$ cat src/include/sprg_regs.svh
// timing counts, command codes and field positions for the sector program controller
// assumes a 40 MHz mclk; every count is derived from the printed time and the period
`ifndef SPRG_REGS_SVH
`define SPRG_REGS_SVH

`define SPRG_CLK_NS 25
`define SPRG_T_WP_NS 90
`define SPRG_T_WPH_NS 100
`define SPRG_T_ACC_NS 150
`define SPRG_T_OEHP_NS 150
`define SPRG_T_BLC_US 150
`define SPRG_T_WC_MS 10

// least times round up
`define SPRG_WP_CYC ((`SPRG_T_WP_NS + `SPRG_CLK_NS - 1) / `SPRG_CLK_NS)
`define SPRG_WPH_CYC ((`SPRG_T_WPH_NS + `SPRG_CLK_NS - 1) / `SPRG_CLK_NS)
`define SPRG_ACC_CYC ((`SPRG_T_ACC_NS + `SPRG_CLK_NS - 1) / `SPRG_CLK_NS)
`define SPRG_OEHP_CYC ((`SPRG_T_OEHP_NS + `SPRG_CLK_NS - 1) / `SPRG_CLK_NS)
// load window rounds down; write cycle time rounds up
`define SPRG_BLC_CYC ((`SPRG_T_BLC_US * 1000) / `SPRG_CLK_NS)
`define SPRG_WC_CYC ((`SPRG_T_WC_MS * 1000000 + `SPRG_CLK_NS - 1) / `SPRG_CLK_NS)

`define SPRG_SECTOR_LSB 7
`define SPRG_LAST_BYTE 7'h7F
`define SPRG_TOGGLE_BIT 6

`define SPRG_UNLOCK_ADDR1 15'h5555
`define SPRG_UNLOCK_ADDR2 15'h2AAA
`define SPRG_UNLOCK_DATA1 8'hAA
`define SPRG_UNLOCK_DATA2 8'h55
`define SPRG_CODE_PROT_ON 8'hA0
`define SPRG_CODE_ERASE_PRE 8'h80
`define SPRG_CODE_PROT_OFF 8'h20
`define SPRG_CODE_ID_ENTER 8'h90
`define SPRG_CODE_ID_EXIT 8'hF0

`define SPRG_SEQ_PROT_ON_FIRST 4'h0
`define SPRG_SEQ_PROT_ON_LAST 4'h2
`define SPRG_SEQ_PROT_OFF_FIRST 4'h3
`define SPRG_SEQ_PROT_OFF_LAST 4'h8
`define SPRG_SEQ_ID_ENTER_FIRST 4'h9
`define SPRG_SEQ_ID_ENTER_LAST 4'hB
`define SPRG_SEQ_ID_EXIT_FIRST 4'hC
`define SPRG_SEQ_ID_EXIT_LAST 4'hE

`endif

$ cat src/include/sprg_pkg.sv
// types shared by the sector program controller
// assumes nothing beyond a standard elaborator
package sprg_pkg;

    typedef enum logic [2:0] {
        OP_WRITE = 3'h0,
        OP_PROT_ON = 3'h1,
        OP_PROT_OFF = 3'h2,
        OP_ID = 3'h3,
        OP_READ = 3'h4
    } sprg_op_e;

    typedef enum logic [6:0] {
        ST_IDLE = 7'h01,
        ST_SEQ = 7'h02,
        ST_LOAD = 7'h04,
        ST_BLC = 7'h08,
        ST_POLL = 7'h10,
        ST_READ = 7'h20,
        ST_DONE = 7'h40
    } sprg_state_e;

    typedef enum logic [2:0] {
        PH_IDLE = 3'h1,
        PH_ACT = 3'h2,
        PH_REC = 3'h4
    } sprg_phase_e;

endpackage : sprg_pkg

$ cat src/rtl/sprg_buf2.sv
// two-entry buffer with valid and ready on both sides
// assumes one clock; in_ready is low only when both entries hold data
`timescale 1ns/1ps
module sprg_buf2 #(
    parameter int WIDTH = 8
) (
    input logic mclk,
    input logic reset,
    input logic in_valid,
    output logic in_ready,
    input logic [WIDTH-1:0] in_data,
    output logic out_valid,
    input logic out_ready,
    output logic [WIDTH-1:0] out_data
);
    logic [WIDTH-1:0] mem_reg [2];
    logic wr_ptr_reg;
    logic rd_ptr_reg;
    logic [1:0] count_reg;
    wire push = in_valid && in_ready;
    wire pop = out_valid && out_ready;

    assign in_ready = (count_reg != 2'h2);
    assign out_valid = (count_reg != 2'h0);
    assign out_data = mem_reg[rd_ptr_reg];

    always_ff @(posedge mclk or posedge reset)
    begin
        if (reset)
        begin
            mem_reg[0] <= '0;
            mem_reg[1] <= '0;
        end
        else if (push)
            mem_reg[wr_ptr_reg] <= in_data;
    end

    always_ff @(posedge mclk or posedge reset)
    begin
        if (reset)
        begin
            wr_ptr_reg <= 1'b0;
            rd_ptr_reg <= 1'b0;
            count_reg <= 2'h0;
        end
        else
        begin
            wr_ptr_reg <= wr_ptr_reg ^ push;
            rd_ptr_reg <= rd_ptr_reg ^ pop;
            count_reg <= count_reg + {1'b0, push} - {1'b0, pop};
        end
    end
endmodule : sprg_buf2

$ cat src/rtl/sprg_ctrl.sv
// host-side controller for a 64K x 8 sector-programmed parallel flash
// assumes flash data inputs are synchronous to mclk and the pad resolves dq from flash_dq_oe_n
`timescale 1ns/1ps
`include "sprg_regs.svh"
module sprg_ctrl #(
    parameter int unsigned BLC_CYC = `SPRG_BLC_CYC,
    parameter int unsigned WC_CYC = `SPRG_WC_CYC
) (
    input logic mclk,
    input logic reset,
    input logic cmd_valid,
    output logic cmd_ready,
    input sprg_pkg::sprg_op_e cmd_op,
    input logic [15:0] cmd_addr,
    input logic wr_valid,
    output logic wr_ready,
    input logic [7:0] wr_data,
    output logic rd_valid,
    input logic rd_ready,
    output logic [7:0] rd_data,
    output logic busy,
    output logic done,
    output logic err,
    output logic [15:0] flash_addr,
    output logic flash_ce_n,
    output logic flash_oe_n,
    output logic flash_we_n,
    output logic [7:0] flash_dq_out,
    output logic flash_dq_oe_n,
    input logic [7:0] flash_dq_in
);
    import sprg_pkg::*;

    localparam logic [2:0] WP_LAST = 3'(`SPRG_WP_CYC - 1);
    localparam logic [2:0] WPH_LAST = 3'(`SPRG_WPH_CYC - 1);
    localparam logic [2:0] ACC_LAST = 3'(`SPRG_ACC_CYC - 1);
    localparam logic [2:0] OEHP_LAST = 3'(`SPRG_OEHP_CYC - 1);
    localparam logic [19:0] BLC_LAST = 20'(BLC_CYC - 1);
    localparam logic [19:0] GAP_LIM = 20'(BLC_CYC / 2);
    localparam logic [19:0] WC_LIM = 20'(WC_CYC);

    sprg_state_e state_reg, state_next;
    sprg_phase_e ph_reg;
    sprg_op_e op_reg, op_next;
    logic [15:0] addr_reg, addr_next;
    logic [3:0] idx_reg, idx_next;
    logic exit_reg, exit_next;
    logic [6:0] byte_reg, byte_next;
    logic [19:0] tmr_reg, tmr_next;
    logic prev_reg, prev_next;
    logic prev_ok_reg, prev_ok_next;
    logic err_reg, err_next;
    logic rd_lo_reg, rd_lo_next;
    logic is_rd_reg;
    logic [2:0] cnt_reg;
    logic poll_bit_reg;
    logic [15:0] flash_addr_reg;
    logic [7:0] dq_out_reg;
    logic ce_n_reg, oe_n_reg, we_n_reg, dq_oe_n_reg;
    logic buf_in_ready;

    // command table: {A14..A0, data}
    function automatic logic [22:0] seq_rom(input logic [3:0] idx);
        case (idx)
            4'h0, 4'h3, 4'h6, 4'h9, 4'hC: seq_rom = {`SPRG_UNLOCK_ADDR1, `SPRG_UNLOCK_DATA1};
            4'h1, 4'h4, 4'h7, 4'hA, 4'hD: seq_rom = {`SPRG_UNLOCK_ADDR2, `SPRG_UNLOCK_DATA2};
            4'h2: seq_rom = {`SPRG_UNLOCK_ADDR1, `SPRG_CODE_PROT_ON};
            4'h5: seq_rom = {`SPRG_UNLOCK_ADDR1, `SPRG_CODE_ERASE_PRE};
            4'h8: seq_rom = {`SPRG_UNLOCK_ADDR1, `SPRG_CODE_PROT_OFF};
            4'hB: seq_rom = {`SPRG_UNLOCK_ADDR1, `SPRG_CODE_ID_ENTER};
            default: seq_rom = {`SPRG_UNLOCK_ADDR1, `SPRG_CODE_ID_EXIT};
        endcase
    endfunction : seq_rom

    wire [22:0] rom_word = seq_rom(idx_reg);
    wire eng_idle = (ph_reg == PH_IDLE);
    wire gap_out = (tmr_reg >= GAP_LIM);
    wire poll_out = (tmr_reg >= WC_LIM);
    wire in_seq = (state_reg == ST_SEQ);
    wire in_load = (state_reg == ST_LOAD);
    wire in_poll = (state_reg == ST_POLL);
    wire in_read = (state_reg == ST_READ);
    wire [8:0] sector = addr_reg[15:`SPRG_SECTOR_LSB];
    // unlock writes carry the target's A15 so that bit never moves mid-operation
    wire [15:0] seq_addr = {addr_reg[15], rom_word[22:8]};
    wire [15:0] load_addr = {sector, byte_reg};
    wire [15:0] poll_addr = {sector, `SPRG_LAST_BYTE};
    wire [15:0] read_addr = (op_reg == OP_ID) ? {15'h0000, rd_lo_reg} : addr_reg;
    wire go_wr = eng_idle && (in_seq || (in_load && wr_valid && !gap_out));
    wire go_rd = eng_idle && ((in_poll && !poll_out) || in_read);
    wire [15:0] go_addr = in_seq ? seq_addr : in_load ? load_addr : in_poll ? poll_addr : read_addr;
    wire [7:0] go_data = in_seq ? rom_word[7:0] : wr_data;
    wire [2:0] act_last = is_rd_reg ? ACC_LAST : WP_LAST;
    wire [2:0] rec_last = is_rd_reg ? OEHP_LAST : WPH_LAST;
    // a read for the user holds its strobe until the buffer has room, so no byte is dropped
    wire act_end = (ph_reg == PH_ACT) && (cnt_reg == act_last) && (!is_rd_reg || !in_read || buf_in_ready);
    wire cyc_done = (ph_reg == PH_REC) && (cnt_reg == rec_last);
    wire buf_push = act_end && is_rd_reg && in_read;
    wire [3:0] seq_first = (cmd_op == OP_PROT_ON) ? `SPRG_SEQ_PROT_ON_FIRST :
                           (cmd_op == OP_PROT_OFF) ? `SPRG_SEQ_PROT_OFF_FIRST : `SPRG_SEQ_ID_ENTER_FIRST;
    wire [3:0] seq_last = exit_reg ? `SPRG_SEQ_ID_EXIT_LAST :
                          (op_reg == OP_PROT_ON) ? `SPRG_SEQ_PROT_ON_LAST :
                          (op_reg == OP_PROT_OFF) ? `SPRG_SEQ_PROT_OFF_LAST : `SPRG_SEQ_ID_ENTER_LAST;

    assign cmd_ready = (state_reg == ST_IDLE);
    assign wr_ready = in_load && eng_idle && !gap_out;
    assign busy = (state_reg != ST_IDLE);
    assign done = (state_reg == ST_DONE);
    assign err = err_reg;
    assign flash_addr = flash_addr_reg;
    assign flash_ce_n = ce_n_reg;
    assign flash_oe_n = oe_n_reg;
    assign flash_we_n = we_n_reg;
    assign flash_dq_out = dq_out_reg;
    assign flash_dq_oe_n = dq_oe_n_reg;

    // bus cycle engine: strobe low phase then recovery phase
    always_ff @(posedge mclk or posedge reset)
    begin
        if (reset)
        begin
            ph_reg <= PH_IDLE;
            cnt_reg <= 3'h0;
            is_rd_reg <= 1'b0;
            ce_n_reg <= 1'b1;
            oe_n_reg <= 1'b1;
            we_n_reg <= 1'b1;
            dq_oe_n_reg <= 1'b1;
            flash_addr_reg <= 16'h0000;
            dq_out_reg <= 8'h00;
            poll_bit_reg <= 1'b0;
        end
        else
        begin
            case (ph_reg)
                PH_IDLE:
                begin
                    if (go_wr || go_rd)
                    begin
                        ph_reg <= PH_ACT;
                        cnt_reg <= 3'h0;
                        is_rd_reg <= go_rd;
                        flash_addr_reg <= go_addr;
                        dq_out_reg <= go_data;
                        ce_n_reg <= 1'b0;
                        oe_n_reg <= go_wr;
                        we_n_reg <= go_rd;
                        dq_oe_n_reg <= go_rd;
                    end
                end
                PH_ACT:
                begin
                    if (act_end)
                    begin
                        ph_reg <= PH_REC;
                        cnt_reg <= 3'h0;
                        ce_n_reg <= 1'b1;
                        oe_n_reg <= 1'b1;
                        we_n_reg <= 1'b1;
                        if (is_rd_reg)
                            poll_bit_reg <= flash_dq_in[`SPRG_TOGGLE_BIT];
                    end
                    else if (cnt_reg != act_last)
                        cnt_reg <= cnt_reg + 3'h1;
                end
                PH_REC:
                begin
                    if (cyc_done)
                    begin
                        ph_reg <= PH_IDLE;
                        dq_oe_n_reg <= 1'b1;
                    end
                    else
                        cnt_reg <= cnt_reg + 3'h1;
                end
                default: ph_reg <= PH_IDLE;
            endcase
        end
    end

    always_comb
    begin
        state_next = state_reg;
        op_next = op_reg;
        addr_next = addr_reg;
        idx_next = idx_reg;
        exit_next = exit_reg;
        byte_next = byte_reg;
        tmr_next = tmr_reg;
        prev_next = prev_reg;
        prev_ok_next = prev_ok_reg;
        err_next = err_reg;
        rd_lo_next = rd_lo_reg;
        case (state_reg)
            ST_IDLE:
            begin
                if (cmd_valid)
                begin
                    op_next = cmd_op;
                    addr_next = cmd_addr;
                    idx_next = seq_first;
                    err_next = 1'b0;
                    byte_next = 7'h00;
                    exit_next = 1'b0;
                    rd_lo_next = 1'b0;
                    tmr_next = 20'h00000;
                    state_next = (cmd_op == OP_WRITE) ? ST_LOAD : (cmd_op == OP_READ) ? ST_READ : ST_SEQ;
                end
            end
            ST_SEQ:
            begin
                if (cyc_done && idx_reg == seq_last)
                begin
                    tmr_next = 20'h00000;
                    // exit sequence done: device is back in normal mode
                    state_next = exit_reg ? ST_DONE : (op_reg == OP_ID) ? ST_READ : ST_LOAD;
                end
                else if (cyc_done)
                    idx_next = idx_reg + 4'h1;
            end
            ST_LOAD:
            begin
                if (go_wr)
                    tmr_next = 20'h00000;
                else if (eng_idle && !gap_out)
                    tmr_next = tmr_reg + 20'h00001;
                if (eng_idle && gap_out)
                begin
                    // a starved load is cut short; the rest of the sector reads back undefined
                    err_next = 1'b1;
                    tmr_next = 20'h00000;
                    state_next = ST_BLC;
                end
                else if (cyc_done && byte_reg == `SPRG_LAST_BYTE)
                begin
                    tmr_next = 20'h00000;
                    state_next = ST_BLC;
                end
                else if (cyc_done)
                    byte_next = byte_reg + 7'h01;
            end
            ST_BLC:
            begin
                // reading early would end the load; wait out the window so programming starts
                tmr_next = tmr_reg + 20'h00001;
                if (tmr_reg == BLC_LAST)
                begin
                    tmr_next = 20'h00000;
                    prev_ok_next = 1'b0;
                    state_next = ST_POLL;
                end
            end
            ST_POLL:
            begin
                if (!poll_out)
                    tmr_next = tmr_reg + 20'h00001;
                if (cyc_done)
                begin
                    prev_next = poll_bit_reg;
                    prev_ok_next = 1'b1;
                    // only two equal reads in a row mean done; first and last values say nothing
                    if (prev_ok_reg && poll_bit_reg == prev_reg)
                        state_next = ST_DONE;
                end
                else if (eng_idle && poll_out)
                begin
                    err_next = 1'b1;
                    state_next = ST_DONE;
                end
            end
            ST_READ:
            begin
                if (cyc_done && op_reg == OP_ID && !rd_lo_reg)
                    rd_lo_next = 1'b1;
                else if (cyc_done && op_reg == OP_ID)
                begin
                    idx_next = `SPRG_SEQ_ID_EXIT_FIRST;
                    exit_next = 1'b1;
                    state_next = ST_SEQ;
                end
                else if (cyc_done)
                    state_next = ST_DONE;
            end
            ST_DONE: state_next = ST_IDLE;
            default: state_next = ST_IDLE;
        endcase
    end

    always_ff @(posedge mclk or posedge reset)
    begin
        if (reset)
        begin
            state_reg <= ST_IDLE;
            op_reg <= OP_WRITE;
            addr_reg <= 16'h0000;
            idx_reg <= 4'h0;
            exit_reg <= 1'b0;
            byte_reg <= 7'h00;
            tmr_reg <= 20'h00000;
            prev_reg <= 1'b0;
            prev_ok_reg <= 1'b0;
            err_reg <= 1'b0;
            rd_lo_reg <= 1'b0;
        end
        else
        begin
            state_reg <= state_next;
            op_reg <= op_next;
            addr_reg <= addr_next;
            idx_reg <= idx_next;
            exit_reg <= exit_next;
            byte_reg <= byte_next;
            tmr_reg <= tmr_next;
            prev_reg <= prev_next;
            prev_ok_reg <= prev_ok_next;
            err_reg <= err_next;
            rd_lo_reg <= rd_lo_next;
        end
    end

    sprg_buf2 #(.WIDTH(8)) u_rd_buf (
        .mclk(mclk),
        .reset(reset),
        .in_valid(buf_push),
        .in_ready(buf_in_ready),
        .in_data(flash_dq_in),
        .out_valid(rd_valid),
        .out_ready(rd_ready),
        .out_data(rd_data)
    );
endmodule : sprg_ctrl

$ cat config.mk
export PLATFORM = sky130hd
export DESIGN_NAME = sprg_ctrl
export DESIGN_NICKNAME = d
export VERILOG_FILES = /design/src/include/sprg_pkg.sv /design/src/rtl/sprg_buf2.sv /design/src/rtl/sprg_ctrl.sv
export VERILOG_INCLUDE_DIRS = /design/src /design/src/include
export SDC_FILE = /design/constraint.sdc
export NUM_CORES = 1
export LEC_CHECK = 0
export ABC_CLOCK_PERIOD_IN_PS = 7300
export BUFFER_PORTS_ARGS = -buffer_cell sky130_fd_sc_hd__buf_2
export CELL_PAD_IN_SITES_DETAIL_PLACEMENT = 1
export CELL_PAD_IN_SITES_GLOBAL_PLACEMENT = 1
export CORE_MARGIN = 2
export CORE_UTILIZATION = 30
export DETAILED_ROUTE_END_ITERATION = 16
export PLACE_DENSITY = 0.63
export RECOVER_POWER = 25
export SYNTH_ARGS = -nofsm -noshare
export SYNTH_HDL_FRONTEND = slang
export SYNTH_HIERARCHICAL = 1
export SYNTH_SLANG_ARGS = --single-unit
$ cat constraint.sdc
create_clock -name mclk -period 7.3 [get_ports mclk]
set_clock_uncertainty 0.05 [all_clocks]
set_input_delay 0.365 -clock mclk [delete_from_list [all_inputs] [get_ports mclk]]
set_output_delay 0.365 -clock mclk [all_outputs]
set_load 0.02 [all_outputs]
=== After elaboration in Yosys (flattened, before gate mapping) ===
Memories as Yosys holds them, arrays and structs flattened.
Index checks and enable logic that the tools add are counted.
Widths: inputs -> output; s select.

* Add/subtract/negate cells: 6
* Multipliers: 0
* Divide/modulo/power cells: 0
* $lt $le $gt $ge: 5
* Eq/ne operators: 50
* Shift operators: 0
* Multiplexer cells: 83
* Bitwise operators: 4
* Reductions and logical operators: 60

{| class="wikitable"
|+ Operators with widths
! cell !! number
|-
| $mux 20 || 8
|-
| $mux 7 || 16
|-
| $pmux 20 s5 || 1
|-
| $mux 16 || 4
|-
| $pmux 7 s6 || 1
|-
| $mux 8 || 5
|-
| $mux 4 || 9
|-
| $mux 3 || 8
|-
| $ne 2x2->1 const B || 12
|-
| $logic_and 1x1->1 || 23
|-
| $add 20x1->20 const B || 1
|-
| $eq 20x13->1 const B || 1
|-
| $ge 20x12->1 const B || 1
|-
| $ge 20x19->1 const B || 1
|-
| $mux 6 || 3
|-
| $ne 2x1->1 const B || 9
|-
| $pmux 3 s3 || 2
|-
| $reduce_and 3->1 || 6
|-
| $bwmux 16 || 1
|-
| $reduce_and 5->1 || 3
|-
| $eq 7x7->1 const B || 2
|-
| $pmux 1 s2 || 7
|-
| $pmux 7 s2 || 1
|-
| $mux 1 || 13
|-
| 40 further kinds || 70
|}

* Bits in registers: 118
* Bits in latches: 0
* Memory bits (writable): 0
* ROM bits: 368
* Bits of input ports: 40
* Output and inout bits: 42
* Memories: 1

{| class="wikitable"
|+ Memories
! name !! depth !! bits a word !! rd ports !! clocked after Yosys merged registers in !! write ports !! line !! source
|-
| (no name shown) || 16 || 23 || 1 || 0 || 0 || sprg_ctrl.sv:64 || <nowiki>case (idx)</nowiki>
|}

=== Depth between registers and ports, before layout ===
* Depth after elaboration: 10
* Depth in mapped cells: 11
* Depth with buffers taken out: 10

=== Cells and area by module ===
Netlist, hierarchy kept.

{| class="wikitable"
|+ By module, submodules not included
! module !! times used !! cells an instance !! area an instance (um^2)
|-
| sprg_ctrl || 1 || 641 || 5809.3
|-
| sprg_buf2 || 1 || 66 || 933.4
|}

=== Worst setup path after synthesis ===
OpenSTA, ideal clock, no wires.

* Path type: reg2reg
* From: reg ph_reg[2]
* To: reg u_rd_buf/mem_reg[10] in the netlist's numbering
* Setup time: 0.125 ns
* Arrival: 2.704 ns
* Required time: 7.125 ns
* Slack: 4.421 ns
* Cell stages (with the launch flop): 10
* Clock period less this slack: 2.879 ns
* Path through: dfrtp_1 -> buf_4 -> or3_1 -> a211oi_1 -> nand2_1 -> nor2_1 -> and2_2 -> ha_1 -> buf_2 -> mux2_2

* Longest elaborated chain between the ends: 6

{| class="wikitable"
|+ RTL lines
! element !! line !! source
|-
| from (decl) || sprg_ctrl.sv:43 || <nowiki>sprg_phase_e ph_reg;</nowiki>
|-
| from (signal assigned) || sprg_ctrl.sv:122 || <nowiki>ph_reg <= PH_IDLE;</nowiki>
|-
| from (signal assigned) || sprg_ctrl.sv:140 || <nowiki>ph_reg <= PH_ACT;</nowiki>
|-
| from (signal assigned) || sprg_ctrl.sv:155 || <nowiki>ph_reg <= PH_REC;</nowiki>
|-
| $eq 3x2->1 || sprg_ctrl.sv:96 || <nowiki>wire act_end = (ph_reg == PH_ACT) && (cnt_reg == act_last) && (!is_rd_reg || !in_read || buf_in_ready);</nowiki>
|-
| $logic_and 1x1->1 (2 in a row) || sprg_ctrl.sv:96 ||
|-
| $logic_and 1x1->1 (2 in a row) || sprg_ctrl.sv:98 || <nowiki>wire buf_push = act_end && is_rd_reg && in_read;</nowiki>
|-
| via buf_push || sprg_ctrl.sv:98 ||
|-
| $logic_and 1x1->1 || sprg_buf2.sv:20 || <nowiki>wire push = in_valid && in_ready;</nowiki>
|-
| to (signal, indexed assignment) || sprg_buf2.sv:35 || <nowiki>mem_reg[wr_ptr_reg] <= in_data;</nowiki>
|-
| to (decl) || sprg_buf2.sv:16 || <nowiki>logic [WIDTH-1:0] mem_reg [2];</nowiki>
|}

The timed path passes the listed nets, and every way through them passes these cells.
A chain may end at the register's enable or synchronous reset.

=== Worst setup path after layout ===
* From: reg state_reg[2]
* To: reg tmr_reg[6]

* Longest elaborated chain between the ends: 9
* Elaborated cells between the ends (all ways): 19

{| class="wikitable"
|+ RTL lines
! element !! line !! source
|-
| from (decl) || sprg_ctrl.sv:42 || <nowiki>sprg_state_e state_reg, state_next;</nowiki>
|-
| from (signal assigned) || sprg_ctrl.sv:307 || <nowiki>state_reg <= state_next;</nowiki>
|-
| $eq 7x3->1 || sprg_ctrl.sv:80, sprg_ctrl.sv:194 ||
|-
| $logic_and 1x1->1 (2 in a row) || sprg_ctrl.sv:89 || <nowiki>wire go_wr = eng_idle && (in_seq || (in_load && wr_valid && !gap_out));</nowiki>
|-
| $logic_or 1x1->1 || sprg_ctrl.sv:89 ||
|-
| $logic_and 1x1->1 || sprg_ctrl.sv:89 ||
|-
| $mux 20 || sprg_ctrl.sv:223 || <nowiki>if (go_wr)</nowiki>
|-
| $mux 20 || sprg_ctrl.sv:234 || <nowiki>else if (cyc_done && byte_reg == `SPRG_LAST_BYTE)</nowiki>
|-
| $mux 20 || sprg_ctrl.sv:227 || <nowiki>if (eng_idle && gap_out)</nowiki>
|-
| $pmux 20 s5 || sprg_ctrl.sv:194 || <nowiki>case (state_reg)</nowiki>
|-
| to (signal assigned) || sprg_ctrl.sv:313 || <nowiki>tmr_reg <= tmr_next;</nowiki>
|-
| to (decl) || sprg_ctrl.sv:49 || <nowiki>logic [19:0] tmr_reg, tmr_next;</nowiki>
|}

Parallel ways exist; a longest one is shown, timed or not.

==> run_summary.xml <==
<?xml version="1.0" encoding="UTF-8"?>
<metrics>
  <group name="status">
    <metric name="outcome" unit="">finished clean</metric>
  </group>
  <group name="routing">
    <metric name="post_drt_wl_per_cell" unit="um">17.5</metric>
    <metric name="antenna_left" unit="">0</metric>
    <metric name="post_route_wl" unit="um">18800</metric>
    <metric name="route.vias.total" unit="">5622</metric>
    <metric name="drt_drc_violations_left" unit="">0</metric>
    <metric name="dr.first_iter.drc_count" unit="">237</metric>
    <metric name="drt_first_pass_iters" unit="">4</metric>
    <metric name="post_drt_via_cell_ratio" unit="">5.23</metric>
  </group>
  <group name="clock_network">
    <metric name="cts-buffers-inserted" unit="">17</metric>
    <metric name="cts.clk_slew.worst_paths" unit="ns">0.06</metric>
    <metric name="cts_num_sinks" unit="">118</metric>
    <metric name="number_of_setup_buffers_added_after_cts" unit="">0</metric>
    <metric name="tritoncts" unit="">yes</metric>
    <metric name="ctsRootBufferMaster" unit="">clkbuf_16</metric>
    <metric name="clkLatencyLatePin" unit="ns">0.42</metric>
    <metric name="cts-htree-levels" unit="">4</metric>
    <metric name="clock_path_buffers" unit="">2</metric>
  </group>
  <group name="grt">
    <metric name="groute.usage.overall" unit="%">16.2</metric>
    <metric name="pin_count_of_the_biggest_net_entering_global_routing" unit="">81</metric>
    <metric name="first_global_vias" unit="">5674</metric>
    <metric name="first_pass_grt_wire_length" unit="um">30900</metric>
    <metric name="grt.overflow.total" unit="">0</metric>
    <metric name="antenna_found_initial" unit="">0</metric>
  </group>
  <group name="synthesis">
    <metric name="yosysUniqueCellTypes" unit="">84</metric>
    <metric name="post_synth_instance_area" unit="um2">6740</metric>
    <metric name="synth.avg_cell_area" unit="um2">9.54</metric>
    <metric name="ys_async_sr_fraction" unit="%">100</metric>
    <metric name="synthesis_stage_register_bit_count" unit="">118</metric>
    <metric name="synth.yosys.seq_area_share" unit="%">43.9</metric>
    <metric name="synth_nets" unit="">760</metric>
    <metric name="synth_top_cells_by_area" unit="">dfrtp_1 42%, nand2_1 5.8%, mux2_2 5.7%</metric>
    <metric name="number_of_enable_type_register_cells_in_the_synthesized_netlist" unit="">0</metric>
    <metric name="post-synth-top-area-fraction" unit="%">41.6</metric>
    <metric name="syn-instance-count" unit="">707</metric>
    <metric name="ys.warnings.count" unit="">6</metric>
    <metric name="ys.flop_type" unit="">dfrtp_1</metric>
    <metric name="synth_largest_area_cell" unit="">dfrtp_1</metric>
  </group>
  <group name="placement">
    <metric name="numPlacedInstances" unit="">1041</metric>
    <metric name="place_area" unit="um2">7380</metric>
    <metric name="portBuffers" unit="">81</metric>
    <metric name="place_ws" unit="ns">3.74</metric>
    <metric name="detailed_place_hpwl" unit="um">13100</metric>
    <metric name="gp_routability_congestion" unit="">0.804</metric>
  </group>
  <group name="timing">
    <metric name="final_max_slew_viol_count" unit="">0</metric>
    <metric name="timing.setup.tns" unit="ns">0</metric>
    <metric name="rsz0062_at_grt" unit="">no</metric>
    <metric name="timing_worst_slew_pin_value" unit="ns">1.09</metric>
    <metric name="timing.final.crit_share" unit="%">49.2</metric>
    <metric name="finalWorstPathRequiredPeriod" unit="ns">3.59</metric>
    <metric name="maxClockFrequency" unit="MHz">279</metric>
    <metric name="crit_path_setup_slack_layout" unit="ns">3.71</metric>
    <metric name="relSlewSlack" unit="%">27.1</metric>
    <metric name="setup_viol" unit="">0</metric>
    <metric name="hold_viol_final" unit="">0</metric>
  </group>
  <group name="layout">
    <metric name="largest_register_ffs" unit="">20</metric>
    <metric name="num-fill-cells" unit="">2553</metric>
    <metric name="fin_nets" unit="">834</metric>
    <metric name="fin_area" unit="um2">7980</metric>
    <metric name="num_antenna_cells" unit="">0</metric>
    <metric name="multi_input_area" unit="um2">3460</metric>
    <metric name="drive_gt1_share" unit="%">19.3</metric>
    <metric name="layout-area-overhead-vs-synth" unit="%">18.3</metric>
    <metric name="sequential_cell_area" unit="um2">2960</metric>
    <metric name="final_core_utilization" unit="%">36.3</metric>
    <metric name="layoutNonFillerInstCount" unit="">1074</metric>
  </group>
  <group name="power_and_ir_drop">
    <metric name="p_leak" unit="nW">3.67</metric>
    <metric name="p_per_area" unit="nW/um2">388</metric>
    <metric name="vdd_ir_drop_max" unit="mV">0.175</metric>
  </group>
  <group name="floorplan">
    <metric name="starting_density" unit="%">30.7</metric>
    <metric name="die_span_in_y" unit="um">154</metric>
    <metric name="die_x" unit="um">154</metric>
    <metric name="core_area" unit="um2">22000</metric>
    <metric name="design.portCount" unit="">82</metric>
    <metric name="core.rowCount" unit="">54</metric>
    <metric name="design.die.area" unit="um2">23700</metric>
  </group>
  <group name="setup_path">
    <metric name="critical_path_peak_fanout" unit="">24</metric>
    <metric name="r2r_start" unit="">state_reg[2]$_DFFE_PP0P_</metric>
    <metric name="critical_setup_path_kind" unit="">reg2reg</metric>
    <metric name="crit_required" unit="ns">7.61</metric>
    <metric name="reg2reg_slack" unit="ns">3.71</metric>
    <metric name="worstRegToRegCells" unit="">6</metric>
    <metric name="crit_path_cell_trace" unit="">nor4_1, nand3_1, o21ai_0, o31a_1, or2_0, a221o_1</metric>
    <metric name="worstPathArrival" unit="ns">3.90</metric>
    <metric name="critical-path-max-stage-delay" unit="ns">0.73</metric>
    <metric name="crit-reg2reg-capture" unit="">tmr_reg[6]$_DFFE_PP0P_</metric>
    <metric name="slowest_stage" unit="">nand3_1</metric>
    <metric name="endpoint_kind" unit="">register</metric>
    <metric name="critPathLaunchType" unit="">register</metric>
  </group>
  <group name="min_path">
    <metric name="min_path_cells" unit="">3</metric>
    <metric name="min_delay_worst_endpoint" unit="">addr_reg[3]$_DFFE_PP0P_</metric>
    <metric name="hold_path.startpoint" unit="">cmd_addr[3]</metric>
    <metric name="worst_hold_path_type" unit="">in2reg</metric>
  </group>
  <group name="job">
    <metric name="maxCapViolations" unit="">0</metric>
  </group>
</metrics>
[metal layers]
layer  up-vias  part of all wire (%)  GRT usage [%]
li1       2717                     -              -
met1      2778                    49           22.5
met2       111                    46           25.9
met3        16                   3.5           3.33
met4         0                   1.1           4.18
met5         -                     0              0
[power by group]
group          total [mW]  switching (mW)  internal, mW
combinational        1.21           0.769         0.438
sequential          0.979           0.151         0.828
clock               0.907           0.332         0.575
total                3.09            1.25          1.84
[cells in the final DEF (no fill, tap or decap), drive strengths merged, types with 5 or more instances in the layout]
cell,count
a21o,10
buf,55
nor2b,8
nand4,5
inv,48
clkbuf,49
nor2,35
nor4,12
a21oi,40
ha,13
nand2,105
mux2i,15
o21ai,42
a22o,6
o211ai,5
nand3,19
mux2,37
nor3,13
a211oi,14
a2111oi,5
or4,5
a31oi,6
nand2b,6
dfrtp,112
o21bai,6
o22ai,7
or3,8
and2,6
o31ai,7
a211o,5
dfstp,6
[worst max path at each step]
| stage | startpoint | to | slack [ns] | cells after the start |
|---|---|---|---|---|
| CTS | state_reg[2]$_DFFE_PP0P_ | tmr_reg[2]$_DFFE_PP0P_ | 3.71 | 6 |
| global placement | state_reg[2]$_DFFE_PP0P_ | tmr_reg[2]$_DFFE_PP0P_ | 3.79 | 6 |
| floorplan | reset | addr_reg[0]$_DFFE_PP0P_ | 4.33 | 1 |
| finish | state_reg[2]$_DFFE_PP0P_ | tmr_reg[6]$_DFFE_PP0P_ | 3.71 | 6 |
| detailed placement | state_reg[2]$_DFFE_PP0P_ | tmr_reg[6]$_DFFE_PP0P_ | 3.74 | 6 |
| global route | state_reg[2]$_DFFE_PP0P_ | tmr_reg[9]$_DFFE_PP0P_ | 3.41 | 6 |
[repair_timing]
item | 4_1_cts | 5_1_grt
endpoints found under the hold margin | 13 | 0
gates resized for setup | 0 | 0
hold buffers | 1 | 0
[Yosys cell counts, drive strengths merged (13+ instances only)]
cell type    n
nand2      105
mux2        37
dfrtp      112
nand3       19
nor3        13
a21oi       40
clkbuf      21
nor2        35
a211oi      14
inv         45
o21ai       42
ha          13
mux2i       15
[logic make-up (layout without fill, tap and decap cells)]
logic type,count (synthesis),in the layout,synth area share [%]
buffers and inverters,77,164,4.84
AO/OA/AOI/OAI,187,187,19.3
AND/OR/NAND/NOR,253,253,20.0
adder cells (fa/ha/maj),13,13,2.41
flip-flops,118,118,43.9
multiplexers,52,52,8.57
XOR/XNOR,7,7,0.909
[area by class of cell]
class / instances / share of cell area [%]
inverter: 45 / 2.13
sequential: 118 / 37.1
clock buffer: 18 / 5.38
clock inverter: 14 / 2.48
multi-input combinational: 512 / 43.3
tap: 280 / 4.39
timing repair buffer: 87 / 5.19
[critical path: cells and delay by family (launching register included)]
kind,cells,cell delay (ns)
AND/OR/NAND/NOR,3,1.66
flip-flops,1,0.46
AO/OA/AOI/OAI,3,1.35
[per-stage QoR]
step / hold slack (ns) / power (mW)
2_1_floorplan: 0.279 / 1.87
3_3_place_gp: 0.293 / 2.20
3_5_place_dp: 0.295 / 2.22
4_1_cts: 0.0729 / 3.15
5_1_grt: 0.0808 / 3.31
6_report: 0.0847 / 3.09
Power figures use the tool's default switching activity.
